--- src/verilog/ssp_map.svh ---
// offsets, field positions, reset values and timing counts of the strap sampler
`ifndef SSP_MAP_SVH
`define SSP_MAP_SVH

// ==========================================================================
// strap vector bit positions
`define SSP_BIT_SUPPLY 0
`define SSP_BIT_BOOT 1
`define SSP_BIT_QUALIFY 2
`define SSP_BIT_LOG_EDGE 3
`define SSP_BIT_SDIO_EDGE 4
`define SSP_NUM_STRAPS 5

// ==========================================================================
// internal pull direction per strap, 1 = pull-up
`define SSP_PULL_UP_MASK 5'h1A

// ==========================================================================
// register byte offsets
`define SSP_OFS_STATUS 8'h00
`define SSP_OFS_OVERRIDE 8'h04
`define SSP_OFS_MODE 8'h08

// ==========================================================================
// status register fields
`define SSP_ST_STRAPS_LSB 0
`define SSP_ST_CAPTURED 8
`define SSP_ST_RUNNING 9

// ==========================================================================
// override register fields and reset value
`define SSP_OV_VDD_1V8 0
`define SSP_OV_SDIO_IN_RISE 1
`define SSP_OV_SDIO_OUT_RISE 2
`define SSP_OV_WIDTH 3
`define SSP_OV_RESET 3'h0

// ==========================================================================
// mode register fields
`define SSP_MD_FLASH_BOOT 0
`define SSP_MD_DOWNLOAD 1
`define SSP_MD_UNDEFINED 2
`define SSP_MD_LOG_EN 3
`define SSP_MD_VDD_1V8 4
`define SSP_MD_SDIO_IN_RISE 5
`define SSP_MD_SDIO_OUT_RISE 6

// ==========================================================================
// pin settle time before the strap latch closes
`define SSP_SETTLE_NS 50
`define SSP_CLK_MHZ 100
`define SSP_SETTLE_CYC ((`SSP_SETTLE_NS * `SSP_CLK_MHZ + 999) / 1000)

`endif

--- src/verilog/ssp_pkg.sv ---
// types shared by the strap sampler files
package ssp_pkg;

    // ======================================================================
    // sequencer states
    typedef enum logic [1:0] {
        SSP_ST_OFF = 2'b00,
        SSP_ST_SETTLE = 2'b01,
        SSP_ST_RUN = 2'b10
    } ssp_state_e;

endpackage

--- src/verilog/ssp_strap_sampler.sv ---
// strap sampler top: strap capture, boot decode and wishbone registers
//
// The register addresses and the Wishbone interface to the registers were chosen for this implementation.
`timescale 1ns/10ps
`default_nettype none

`include "ssp_map.svh"

module ssp_strap_sampler #(
    parameter int NUM_STRAPS = `SSP_NUM_STRAPS,
    parameter int SETTLE_CYC = `SSP_SETTLE_CYC
) (
    input wire logic clock,
    input wire logic reset,
    input wire logic chip_enable,
    // strapping pins, five signals each
    input wire logic [NUM_STRAPS-1:0] strap_pin_i,
    output logic [NUM_STRAPS-1:0] strap_pin_o,
    output logic [NUM_STRAPS-1:0] strap_pin_oe,
    output logic [NUM_STRAPS-1:0] strap_pull_up_en,
    output logic [NUM_STRAPS-1:0] strap_pull_dn_en,
    // functional drive of the same pins once released
    input wire logic [NUM_STRAPS-1:0] func_o,
    input wire logic [NUM_STRAPS-1:0] func_oe,
    // chip state and decoded boot configuration
    output logic chip_run,
    output logic boot_from_flash,
    output logic download_boot,
    output logic boot_mode_undefined,
    output logic boot_log_enable,
    output logic flash_vdd_1v8,
    output logic sdio_in_rising,
    output logic sdio_out_rising,
    // classic wishbone slave
    input wire logic wb_cyc_i,
    input wire logic wb_stb_i,
    input wire logic wb_we_i,
    input wire logic [7:0] wb_adr_i,
    input wire logic [3:0] wb_sel_i,
    input wire logic [31:0] wb_dat_i,
    output logic [31:0] wb_dat_o,
    output logic wb_ack_o
);

    localparam logic [NUM_STRAPS-1:0] PULL_UP_MASK =
        NUM_STRAPS'(`SSP_PULL_UP_MASK);
    // a settle count of 1 still needs a one-bit counter
    localparam int CNT_W = (SETTLE_CYC < 2) ? 1 : $clog2(SETTLE_CYC + 1);
    localparam logic [CNT_W-1:0] SETTLE_LAST = CNT_W'(SETTLE_CYC - 1);

    // ======================================================================
    // state
    // one record for every flop of the top level
    typedef struct packed {
        ssp_pkg::ssp_state_e state;
        logic [CNT_W-1:0] settle;
        logic captured;
        logic [`SSP_OV_WIDTH-1:0] ovr;
        logic ack;
        logic [31:0] rdata;
        logic run;
        logic flash_boot;
        logic download;
        logic undefined;
        logic log_en;
        logic vdd_1v8;
        logic in_rise;
        logic out_rise;
    } ssp_top_s;

    ssp_top_s top_q;
    ssp_top_s top_d;

    logic [NUM_STRAPS-1:0] strap_bits;
    logic pad_hold;
    logic pad_sample;

    // ======================================================================
    // strap pads
    // pads stay under their pulls until the latch has closed
    assign pad_hold = (top_q.state != ssp_pkg::SSP_ST_RUN);
    assign pad_sample = (top_q.state == ssp_pkg::SSP_ST_SETTLE) &&
                        (top_q.settle == SETTLE_LAST);

    genvar gi;
    generate
        for (gi = 0; gi < NUM_STRAPS; gi = gi + 1) begin : g_pad
            ssp_strap_pad #(
                .PULL_UP(PULL_UP_MASK[gi])
            ) u_pad (
                .clock(clock),
                .reset(reset),
                .hold(pad_hold),
                .sample(pad_sample),
                .pin_i(strap_pin_i[gi]),
                .func_o(func_o[gi]),
                .func_oe(func_oe[gi]),
                .pin_o(strap_pin_o[gi]),
                .pin_oe(strap_pin_oe[gi]),
                .pull_up_en(strap_pull_up_en[gi]),
                .pull_dn_en(strap_pull_dn_en[gi]),
                .strap_q(strap_bits[gi])
            );
        end
    endgenerate

    // ======================================================================
    // next state
    logic bus_req;
    logic wr_ovr;
    logic [`SSP_OV_WIDTH-1:0] eff_ovr;
    logic [31:0] rd_word;
    logic [NUM_STRAPS-1:0] fresh;

    always_comb begin
        top_d = top_q;
        // ==================================================================
        // bus strobes
        // a request is taken once, then ack blocks it for the next cycle
        bus_req = wb_cyc_i && wb_stb_i && !top_q.ack;
        // write lands on the edge where the master sees ack, so a cycle
        // dropped before its ack leaves the override untouched
        wr_ovr = wb_cyc_i && wb_stb_i && top_q.ack && wb_we_i &&
                 wb_sel_i[0] && (wb_adr_i == `SSP_OFS_OVERRIDE);
        // pins as they stand now; only used on the latch edge
        fresh = strap_pin_i;
        eff_ovr = top_q.ovr;
        rd_word = 32'h0;

        // ==================================================================
        // sequencer
        case (top_q.state)
            ssp_pkg::SSP_ST_OFF: begin
                // clearing the latch flag forces a fresh sample on each enable
                top_d.run = 1'b0;
                top_d.settle = '0;
                top_d.captured = 1'b0;
                if (chip_enable) begin
                    top_d.state = ssp_pkg::SSP_ST_SETTLE;
                end
            end
            ssp_pkg::SSP_ST_SETTLE: begin
                top_d.run = 1'b0;
                if (!chip_enable) begin
                    top_d.state = ssp_pkg::SSP_ST_OFF;
                end else if (pad_sample) begin
                    // pads latch the pins on this same edge
                    top_d.state = ssp_pkg::SSP_ST_RUN;
                    top_d.captured = 1'b1;
                    top_d.run = 1'b1;
                    // reload overrides from the fresh strap levels
                    top_d.ovr[`SSP_OV_VDD_1V8] =
                        fresh[`SSP_BIT_SUPPLY];
                    top_d.ovr[`SSP_OV_SDIO_IN_RISE] =
                        fresh[`SSP_BIT_LOG_EDGE];
                    top_d.ovr[`SSP_OV_SDIO_OUT_RISE] =
                        fresh[`SSP_BIT_SDIO_EDGE];
                end else begin
                    // window lets board resistors overcome the weak pulls
                    top_d.settle = top_q.settle + CNT_W'(1);
                end
            end
            ssp_pkg::SSP_ST_RUN: begin
                // latch holds until shutdown, whatever the pins do
                if (!chip_enable) begin
                    top_d.state = ssp_pkg::SSP_ST_OFF;
                    top_d.run = 1'b0;
                end else begin
                    top_d.run = 1'b1;
                    // overrides reach the outputs on the write edge itself
                    if (wr_ovr) begin
                        top_d.ovr = wb_dat_i[`SSP_OV_WIDTH-1:0];
                    end
                end
            end
            default: begin
                // unused code: go safe, chip held off
                top_d.state = ssp_pkg::SSP_ST_OFF;
                top_d.run = 1'b0;
            end
        endcase

        // ==================================================================
        // boot decode from the pins on the latch edge, supply and sdio edges from the overrides
        eff_ovr = top_d.ovr;
        if (top_d.captured) begin
            if (top_q.state == ssp_pkg::SSP_ST_SETTLE) begin
                // taken from the pins on the latch edge, rises with chip_run
                top_d.flash_boot = fresh[`SSP_BIT_BOOT];
                top_d.download = !fresh[`SSP_BIT_BOOT] &&
                                 !fresh[`SSP_BIT_QUALIFY];
                // boot 0 with qualify 1 has no defined mode: flagged only
                top_d.undefined = !fresh[`SSP_BIT_BOOT] &&
                                  fresh[`SSP_BIT_QUALIFY];
                top_d.log_en = fresh[`SSP_BIT_LOG_EDGE];
            end
            top_d.vdd_1v8 = eff_ovr[`SSP_OV_VDD_1V8];
            top_d.in_rise = eff_ovr[`SSP_OV_SDIO_IN_RISE];
            top_d.out_rise = eff_ovr[`SSP_OV_SDIO_OUT_RISE];
        end else begin
            // chip held off: nothing decoded
            top_d.flash_boot = 1'b0;
            top_d.download = 1'b0;
            top_d.undefined = 1'b0;
            top_d.log_en = 1'b0;
            top_d.vdd_1v8 = 1'b0;
            top_d.in_rise = 1'b0;
            top_d.out_rise = 1'b0;
        end

        // ==================================================================
        // register read mux
        case (wb_adr_i)
            `SSP_OFS_STATUS: begin
                rd_word[`SSP_ST_STRAPS_LSB +: NUM_STRAPS] = strap_bits;
                rd_word[`SSP_ST_CAPTURED] = top_q.captured;
                rd_word[`SSP_ST_RUNNING] = top_q.run;
            end
            `SSP_OFS_OVERRIDE: begin
                rd_word[`SSP_OV_WIDTH-1:0] = top_q.ovr;
            end
            `SSP_OFS_MODE: begin
                rd_word[`SSP_MD_FLASH_BOOT] = top_q.flash_boot;
                rd_word[`SSP_MD_DOWNLOAD] = top_q.download;
                rd_word[`SSP_MD_UNDEFINED] = top_q.undefined;
                rd_word[`SSP_MD_LOG_EN] = top_q.log_en;
                rd_word[`SSP_MD_VDD_1V8] = top_q.vdd_1v8;
                rd_word[`SSP_MD_SDIO_IN_RISE] = top_q.in_rise;
                rd_word[`SSP_MD_SDIO_OUT_RISE] = top_q.out_rise;
            end
            default: begin
                // unmapped addresses read zero; writes there are dropped
                rd_word = 32'h0;
            end
        endcase

        // ==================================================================
        // bus answer
        // one ack per request, dropped the cycle after
        top_d.ack = bus_req;
        // data only for reads, so the lines stay quiet on writes
        if (bus_req && !wb_we_i) begin
            top_d.rdata = rd_word;
        end else begin
            top_d.rdata = 32'h0;
        end
    end

    // ======================================================================
    // registers
    // pads and sequencer clear together on the same reset
    always_ff @(posedge clock or posedge reset) begin
        if (reset) begin
            top_q.state <= ssp_pkg::SSP_ST_OFF;
            top_q.settle <= '0;
            top_q.captured <= 1'b0;
            // zero is masked by the decode; capture reloads from the straps
            top_q.ovr <= `SSP_OV_RESET;
            top_q.ack <= 1'b0;
            top_q.rdata <= 32'h0;
            top_q.run <= 1'b0;
            top_q.flash_boot <= 1'b0;
            top_q.download <= 1'b0;
            top_q.undefined <= 1'b0;
            top_q.log_en <= 1'b0;
            top_q.vdd_1v8 <= 1'b0;
            top_q.in_rise <= 1'b0;
            top_q.out_rise <= 1'b0;
        end else begin
            top_q <= top_d;
        end
    end

    // ======================================================================
    // outputs
    // every output is a state flop, none passes through logic
    assign chip_run = top_q.run;
    assign boot_from_flash = top_q.flash_boot;
    assign download_boot = top_q.download;
    assign boot_mode_undefined = top_q.undefined;
    assign boot_log_enable = top_q.log_en;
    assign flash_vdd_1v8 = top_q.vdd_1v8;
    assign sdio_in_rising = top_q.in_rise;
    assign sdio_out_rising = top_q.out_rise;
    assign wb_dat_o = top_q.rdata;
    assign wb_ack_o = top_q.ack;

endmodule

`default_nettype wire

--- src/verilog/ssp_strap_pad.sv ---
// one strapping pad: weak pull, strap latch and functional pass-through
`timescale 1ns/10ps
`default_nettype none

module ssp_strap_pad #(
    parameter bit PULL_UP = 1'b0
) (
    input wire logic clock,
    input wire logic reset,
    input wire logic hold,
    input wire logic sample,
    input wire logic pin_i,
    input wire logic func_o,
    input wire logic func_oe,
    output logic pin_o,
    output logic pin_oe,
    output logic pull_up_en,
    output logic pull_dn_en,
    output logic strap_q
);

    typedef struct packed {
        logic strap;
        logic pin_o;
        logic pin_oe;
        logic pull_up_en;
        logic pull_dn_en;
    } ssp_pad_s;

    ssp_pad_s pad_q;
    ssp_pad_s pad_d;

    always_comb begin
        pad_d = pad_q;
        if (hold) begin
            // pad stays an input under its weak pull
            pad_d.pull_up_en = PULL_UP;
            pad_d.pull_dn_en = ~PULL_UP;
            pad_d.pin_o = 1'b0;
            pad_d.pin_oe = 1'b0;
            if (sample) begin
                pad_d.strap = pin_i;
            end
        end else begin
            // latch is left alone, pin goes back to its normal job
            pad_d.pull_up_en = 1'b0;
            pad_d.pull_dn_en = 1'b0;
            pad_d.pin_o = func_o;
            pad_d.pin_oe = func_oe;
        end
    end

    always_ff @(posedge clock or posedge reset) begin
        if (reset) begin
            pad_q.strap <= PULL_UP;
            pad_q.pin_o <= 1'b0;
            pad_q.pin_oe <= 1'b0;
            pad_q.pull_up_en <= PULL_UP;
            pad_q.pull_dn_en <= ~PULL_UP;
        end else begin
            pad_q <= pad_d;
        end
    end

    assign pin_o = pad_q.pin_o;
    assign pin_oe = pad_q.pin_oe;
    assign pull_up_en = pad_q.pull_up_en;
    assign pull_dn_en = pad_q.pull_dn_en;
    assign strap_q = pad_q.strap;

endmodule

`default_nettype wire

--- config.mk ---
export PLATFORM = sky130hd
export DESIGN_NAME = ssp_strap_sampler
export DESIGN_NICKNAME = d
export VERILOG_FILES = /design/src/verilog/ssp_pkg.sv /design/src/verilog/ssp_strap_sampler.sv /design/src/verilog/ssp_strap_pad.sv
export VERILOG_INCLUDE_DIRS = /design/src /design/src/verilog
export SDC_FILE = /design/constraint.sdc
export NUM_CORES = 1
export LEC_CHECK = 0
export BUFFER_PORTS_ARGS = -buffer_cell sky130_fd_sc_hd__buf_2
export CORE_MARGIN = 3
export CORE_UTILIZATION = 40
export CTS_BUF_LIST = sky130_fd_sc_hd__clkbuf_16
export DETAILED_ROUTE_END_ITERATION = 16
export PLACE_DENSITY = 0.76
export SETUP_SLACK_MARGIN = 0.1
export SLEW_MARGIN = 20
export SYNTH_ARGS = -nofsm -noshare
export SYNTH_HDL_FRONTEND = slang
export SYNTH_SLANG_ARGS = --single-unit
--- constraint.sdc ---
create_clock -name clock -period 5.25 [get_ports clock]
set_input_delay 0.7875 -clock clock [delete_from_list [all_inputs] [get_ports clock]]
set_output_delay 0.7875 -clock clock [all_outputs]
set_load 0.02 [all_outputs]
==> results_dict.tcl, run 1 <==
set metrics [dict create \
    setup_viol 0 \
    finalNonFillerCells 332 \
    chipWidth_microns 80.9 \
    crit_required_ps 5440 \
    status "completed" \
    max-vdd-ir-drop_mv 0.134 \
    routabilityCongestion 0.824 \
    synth_top_area_share_pct 43.5 \
    skew_ps 3.26 \
    syn_area_sq_mm 0.00224 \
    drtAntennaViolNets 0 \
    yosysTopAreaCell "dfrtp_1" \
    rrSetupSlack_ps 3290 \
    grt_first_pass_wirelength_mm 6.64 \
    fmaxAchievable_mhz 446 \
    p_leak_uw 0.00134 \
    start_util_pct 42.6 \
    clock-sinks 43 \
    utilization_pct 47.1 \
    postCtsHoldBufs 0 \
    layout-drive-gt1-share_pct 33.6 \
    fin_crit_ps 2240 \
    clkTransAtPathRegs_ps 60 \
    io_buffers 65 \
    ys_seq_elements 43 \
    die_area_sq_mm 0.00654 \
    hp-class "input port to async pin" \
    rsz0062_at_grt "false" \
    slew_viol_final 0 \
    rows 26 \
    regToRegStartpoint "top_q[49]$_DFFE_PP0P_" \
    ys.flop_type "dfrtp_1" \
    r2r_end "boot_from_flash$_DFFE_PP0P_" \
    vias 1521 \
    worst_pin_slew_ps 693 \
    ys.warnings.count 0 \
    arrival_ps 2430 \
    clkLatencyLatePin_ps 280 \
    synth-edff-count 0 \
    pin_count 126 \
    drt-total-wl_mm 4.23 \
    reg2regPathDepth 6 \
    yosys.cell_types.count 34 \
    grt_max_degree 35 \
    drt_iter0_markers 45 \
    cap_violations 0 \
    nNetsFinal 332 \
    core_area_sq_mm 0.00527 \
    startpoint_type "input port" \
    grt_pass1_vias 1440 \
    clockBufferDepth 2 \
    track_usage_pct 13.4 \
    criticalPathCategory "input port to flop" \
    seq_area_frac_synth_pct 48.2 \
    dp_cells 325 \
    die-height_microns 80.9 \
    finalSetupTns_ps 0 \
    drc 0 \
    synthCells 221 \
    wl_per_cell_microns 12.7 \
    numCtsBuffers 5 \
    firstDrtPassIters 4 \
    num_antenna_cells 0 \
    worstPathMaxFanout 3 \
    overflow 0 \
    avgSynthCellArea_sq_um 10.2 \
    crit_start "wb_adr_i[1]" \
    antenna_found_initial 0 \
    async_reset_ff_share_pct 100 \
    clock-root-buffer "clkbuf_16" \
    dp_hpwl_mm 3.25 \
    slew_headroom_pct 53.8 \
    cts_tree "built" \
    post-route-period-util_pct 42.7 \
    power.density_mw_per_mm2 360 \
    vias_per_cell 4.58 \
    end_kind "flop" \
    worst_hold_slack_ps 466 \
    syn_to_final_growth_pct 10.6 \
    critPathCapture "sdio_in_rising$_DFF_PP0_" \
    cts_resized 0 \
    postCtsSetupBuffers 0 \
    ys_top_cells_by_area "dfrtp_1 44%, buf_4 17%, dfstp_2 4.7%" \
    hold_viol 0 \
    cts_max_level 2 \
]
==> registers in the layout, summed over array words and instances, names as in the netlist, 5 cells and up <==
signal,flops
g_pad.u_pad.pin_o,5
g_pad.u_pad.pin_oe,5
g_pad.u_pad.strap_q,5
top_q,9
wb_dat_o,9
==> routing by layer <==
metal / track usage (%) / routed length [microns]
met5: 0 / 0
met1: 14.9 / 1700
met4: 6.25 / 68
met2: 23.3 / 2190
met3: 4.21 / 275
==> final cells by class <==
class | instances | area (sq um)
fill | 497 | 2790
sequential | 43 | 1080
multi-input combinational | 135 | 805
timing repair buffer | 66 | 333
clock buffer | 5 | 125
tap | 70 | 87.6
inverter | 11 | 41.3
clock inverter | 2 | 8.76
==> cell usage in the layout (no fill, tap or decap), types with 2 or more instances in the layout <==
cell	count
and3_1	4
mux2_2	8
nand2_1	18
o21ai_0	6
nor2_1	7
a22oi_1	4
and2_1	13
dfrtp_1	39
buf_2	65
ha_1	5
inv_1	11
mux2i_1	5
dfstp_2	4
a21oi_1	11
conb_1	28
nor3_1	3
nand3_1	7
nand4b_1	2
clkbuf_16	5
==> power breakdown <==
group / switching, uW / total [uW] / internal (uW)
Clock: 118 / 289 / 171
Combinational: 144 / 217 / 73.7
Sequential: 20.2 / 388 / 368
==> Yosys cell counts (all sizes together) (5+ instances only) <==
cell type and count:
a21oi 11, ha 5, clkbuf 6, nand2 18
inv 11, nand3 7, nor2 7, and2 13
mux2i 5, o21ai 6, mux2 8, dfrtp 39
buf 53
==> cells by family (layout without fill, tap and decap cells) <==
| kind of cell | count (synthesis) | in the layout | synth area share [%] |
|---|---|---|---|
| flops | 43 | 43 | 48.2 |
| buf+inv | 70 | 84 | 20.5 |
| compound gates | 26 | 26 | 6.75 |
| other cells | 1 | 28 | 0.167 |
| fa+ha+maj | 5 | 5 | 2.79 |
| simple gates | 63 | 63 | 15.4 |
| mux | 13 | 13 | 6.25 |
==> through the flow <==
stage                     power, uW  cell area [sq um]  setup WS, ps
final                           894               2480          3010
after global routing            946               2480          2950
after global placement          606               2350          2730
after floorplan                 592               2340          3010
after detailed placement        610               2350          2720
after CTS                       899               2480          3000
==> worst max-delay path: stages <==
cell     delay, ps
buf_2          100
or4_4          530
nor4_2         450
mux2_2         410
a21oi_1        160
==> how the worst min path moves through the flow <==
stage | from | end | slack (ps) | depth (start not counted)
after floorplan | g_pad[0].u_pad.strap_q$_DFFE_PP0P_ | g_pad[0].u_pad.strap_q$_DFFE_PP0P_ | 480 | 1
after global placement | chip_run$_DFF_PP0_ | wb_dat_o[9]$_DFF_PP0_ | 470 | 1
after detailed placement | chip_run$_DFF_PP0_ | wb_dat_o[9]$_DFF_PP0_ | 480 | 1
after CTS | reset | g_pad[0].u_pad.pin_o$_DFF_PP0_ | 480 | 2
after global routing | reset | top_q[48]$_DFFE_PP0P_ | 510 | 2
final | reset | g_pad[0].u_pad.pin_o$_DFF_PP0_ | 470 | 2
Power figures use the tool's default switching activity.
==> run 2: changes to the inputs <==
--- a/config.mk
+++ b/config.mk
@@ -11,7 +11,7 @@
 export CORE_UTILIZATION = 40
 export CTS_BUF_LIST = sky130_fd_sc_hd__clkbuf_16
 export DETAILED_ROUTE_END_ITERATION = 16
-export PLACE_DENSITY = 0.76
+export PLACE_DENSITY = 0.78
 export SETUP_SLACK_MARGIN = 0.1
 export SLEW_MARGIN = 20
 export SYNTH_ARGS = -nofsm -noshare
==> constraint.sdc (replaced) <==
create_clock -name clock -period 2 [get_ports clock]
set_input_delay 0.3 -clock clock [delete_from_list [all_inputs] [get_ports clock]]
set_output_delay 0.3 -clock clock [all_outputs]
set_load 0.02 [all_outputs]
==> run 2 against run 1 <==
  * Clock power grew to 3.0 times the previous value
  * Worst setup slack lost 2700 ps
  * Total power grew to 2.8 times the previous value
  * Critical path depth grew 1
  * Die area is the same
  * Non-clock buffer count grew 5
  * Clock skew grew 0.51 ps
  * Combinational power grew to 2.7 times the previous value
  * Sequential share of layout area shrank 1.1 points
==> results_dict.tcl, run 2 (synthesis gave the netlist of run 1 again) <==
set metrics [dict create \
    die_area_sq_mm 0.00654 \
    grt_max_degree 44 \
    finalSetupTns_ps 0 \
    pin_count 126 \
    vias_per_cell 4.58 \
    syn_to_final_growth_pct 13.5 \
    track_usage_pct 13.7 \
    crit_required_ps 2200 \
    num_antenna_cells 0 \
    worst_pin_slew_ps 530 \
    cp_common_cell "inv_1" \
    dp_hpwl_mm 3.18 \
    rows 26 \
    cp_slowest_cell "dfrtp_1" \
    worstPathMaxFanout 8 \
    core_area_sq_mm 0.00527 \
    crit_chain "inv_1 > ha_2 > inv_1 > o21ai_0 > a22oi_1 > a21oi_1" \
    clock-root-buffer "clkbuf_16" \
    drtAntennaViolNets 0 \
    numCtsBuffers 5 \
    timing.critical_path.buf_inv 2 \
    overflow 0 \
    p_leak_uw 0.00138 \
    skew_ps 3.77 \
    status "completed" \
    arrival_ps 1900 \
    criticalPathCategory "flop to flop" \
    layout-drive-gt1-share_pct 35.2 \
    max-vdd-ir-drop_mv 0.571 \
    chipWidth_microns 80.9 \
    grt_first_pass_wirelength_mm 6.84 \
    startpoint_type "flop" \
    fin_crit_ps 1700 \
    drt_iter0_markers 76 \
    placed_area_sq_mm 0.00238 \
    die-height_microns 80.9 \
    final_common_cell "buf_2" \
    clkTransAtPathRegs_ps 60 \
    nNetsFinal 337 \
    clkLatencyLatePin_ps 280 \
    crit_family "compound AO/OA/AOI/OAI gates" \
    wl_per_cell_microns 12.4 \
    cts_tree "built" \
    antenna_found_initial 0 \
    io_buffers 65 \
    layout_common_cells "65 x buf_2, 39 x dfrtp_1, 28 x conb_1" \
    end_kind "flop" \
    cts_max_level 2 \
    routabilityCongestion 0.821 \
    hold_viol 0 \
    fin_area_sq_mm 0.00255 \
    firstDrtPassIters 4 \
    start_util_pct 42.6 \
    clockBufferDepth 2 \
    power.density_mw_per_mm2 978 \
    post-route-period-util_pct 85.2 \
    cp_slowest_stage_delay_ps 440 \
    hp-class "input port to async pin" \
    slew_headroom_pct 64.7 \
    rsz0062_at_grt "false" \
    postCtsSetupBuffers 0 \
    vias 1543 \
    cap_violations 0 \
    fmaxAchievable_mhz 587 \
    drc 0 \
    setup_viol 0 \
    clock-sinks 43 \
    drt-total-wl_mm 4.19 \
    slew_viol_final 0 \
    grt_pass1_vias 1469 \
]
-- run 2: cell count changes in the layout (fill, tap and decap cells not counted) --
| cell | change |
|---|---|
| buf_4 | +5 |
| bufinv_16 | +1 |
| clkinv_1 | -1 |
| clkinv_2 | -1 |
| ha_1 | -1 |
| ha_2 | +1 |
| inv_1 | +1 |
-- run 2: power breakdown --
part	total (uW)	internal, uW	switching [uW]
Combinational	589	208	381
Clock	881	577	304
Sequential	1020	965	56.3
-- run 2: per-layer routing --
layer / routed length, microns / share of wire, % / global-route usage (%) / up-vias
met4: 65 / 1.6 / 5.07 / 0
met3: 319 / 7.6 / 4.43 / 6
li1: - / - / - / 741
met2: 2130 / 51 / 23.5 / 63
met5: 0 / 0 / 0 / -
met1: 1680 / 40 / 15.8 / 733
-- run 2: path summary, 6_finish.rpt --
check	start	endpoint	slack (ps)	depth (start not counted)
setup / recovery	top_q[49]$_DFFE_PP0P_	sdio_in_rising$_DFF_PP0_	300	6
hold reg to reg	chip_run$_DFF_PP0_	wb_dat_o[9]$_DFF_PP0_	490	1
max in group asynchronous	reset	g_pad[1].u_pad.strap_q$_DFFE_PP1P_	1480	3
min in group clock	func_o[4]	g_pad[4].u_pad.pin_o$_DFF_PP0_	230	2
setup reg to reg	top_q[49]$_DFFE_PP0P_	sdio_in_rising$_DFF_PP0_	300	6
hold / removal	reset	g_pad[0].u_pad.pin_o$_DFF_PP0_	150	3
-- run 2: final cells by class --
cell class	instances	area [sq um]
sequential	43	1080
tap	70	87.6
timing repair buffer	71	370
clock buffer	5	125
multi-input combinational	135	807
fill	498	2720
clock inverter	2	33.8
inverter	11	41.3
-- run 2: worst min-delay path, stage by stage --
cell and delay (ps):
buf_2 90, inv_1 40, buf_4 440
-- run 2: per-stage QoR --
step | utilization [%] | hold WS (ps) | cells | power [uW] | setup WS [ps]
floorplan | - | 396 | 248 | 1560 | 252
global placement | 45.3 | 461 | 330 | 1600 | 74.2
detailed placement | 45.3 | 469 | 330 | 1620 | 69.1
CTS | 48.3 | 172 | 337 | 2510 | 251
global route | 48.3 | 225 | 337 | 2640 | 109
finish | 48.3 | 147 | 337 | 2490 | 296
-- run 2: what timing repair did --
action / in CTS / in global routing
gates resized for setup: 0 / 1
hold buffers: 0 / 0
setup endpoints to repair: 0 / 2
endpoints found under the hold margin: 0 / 0
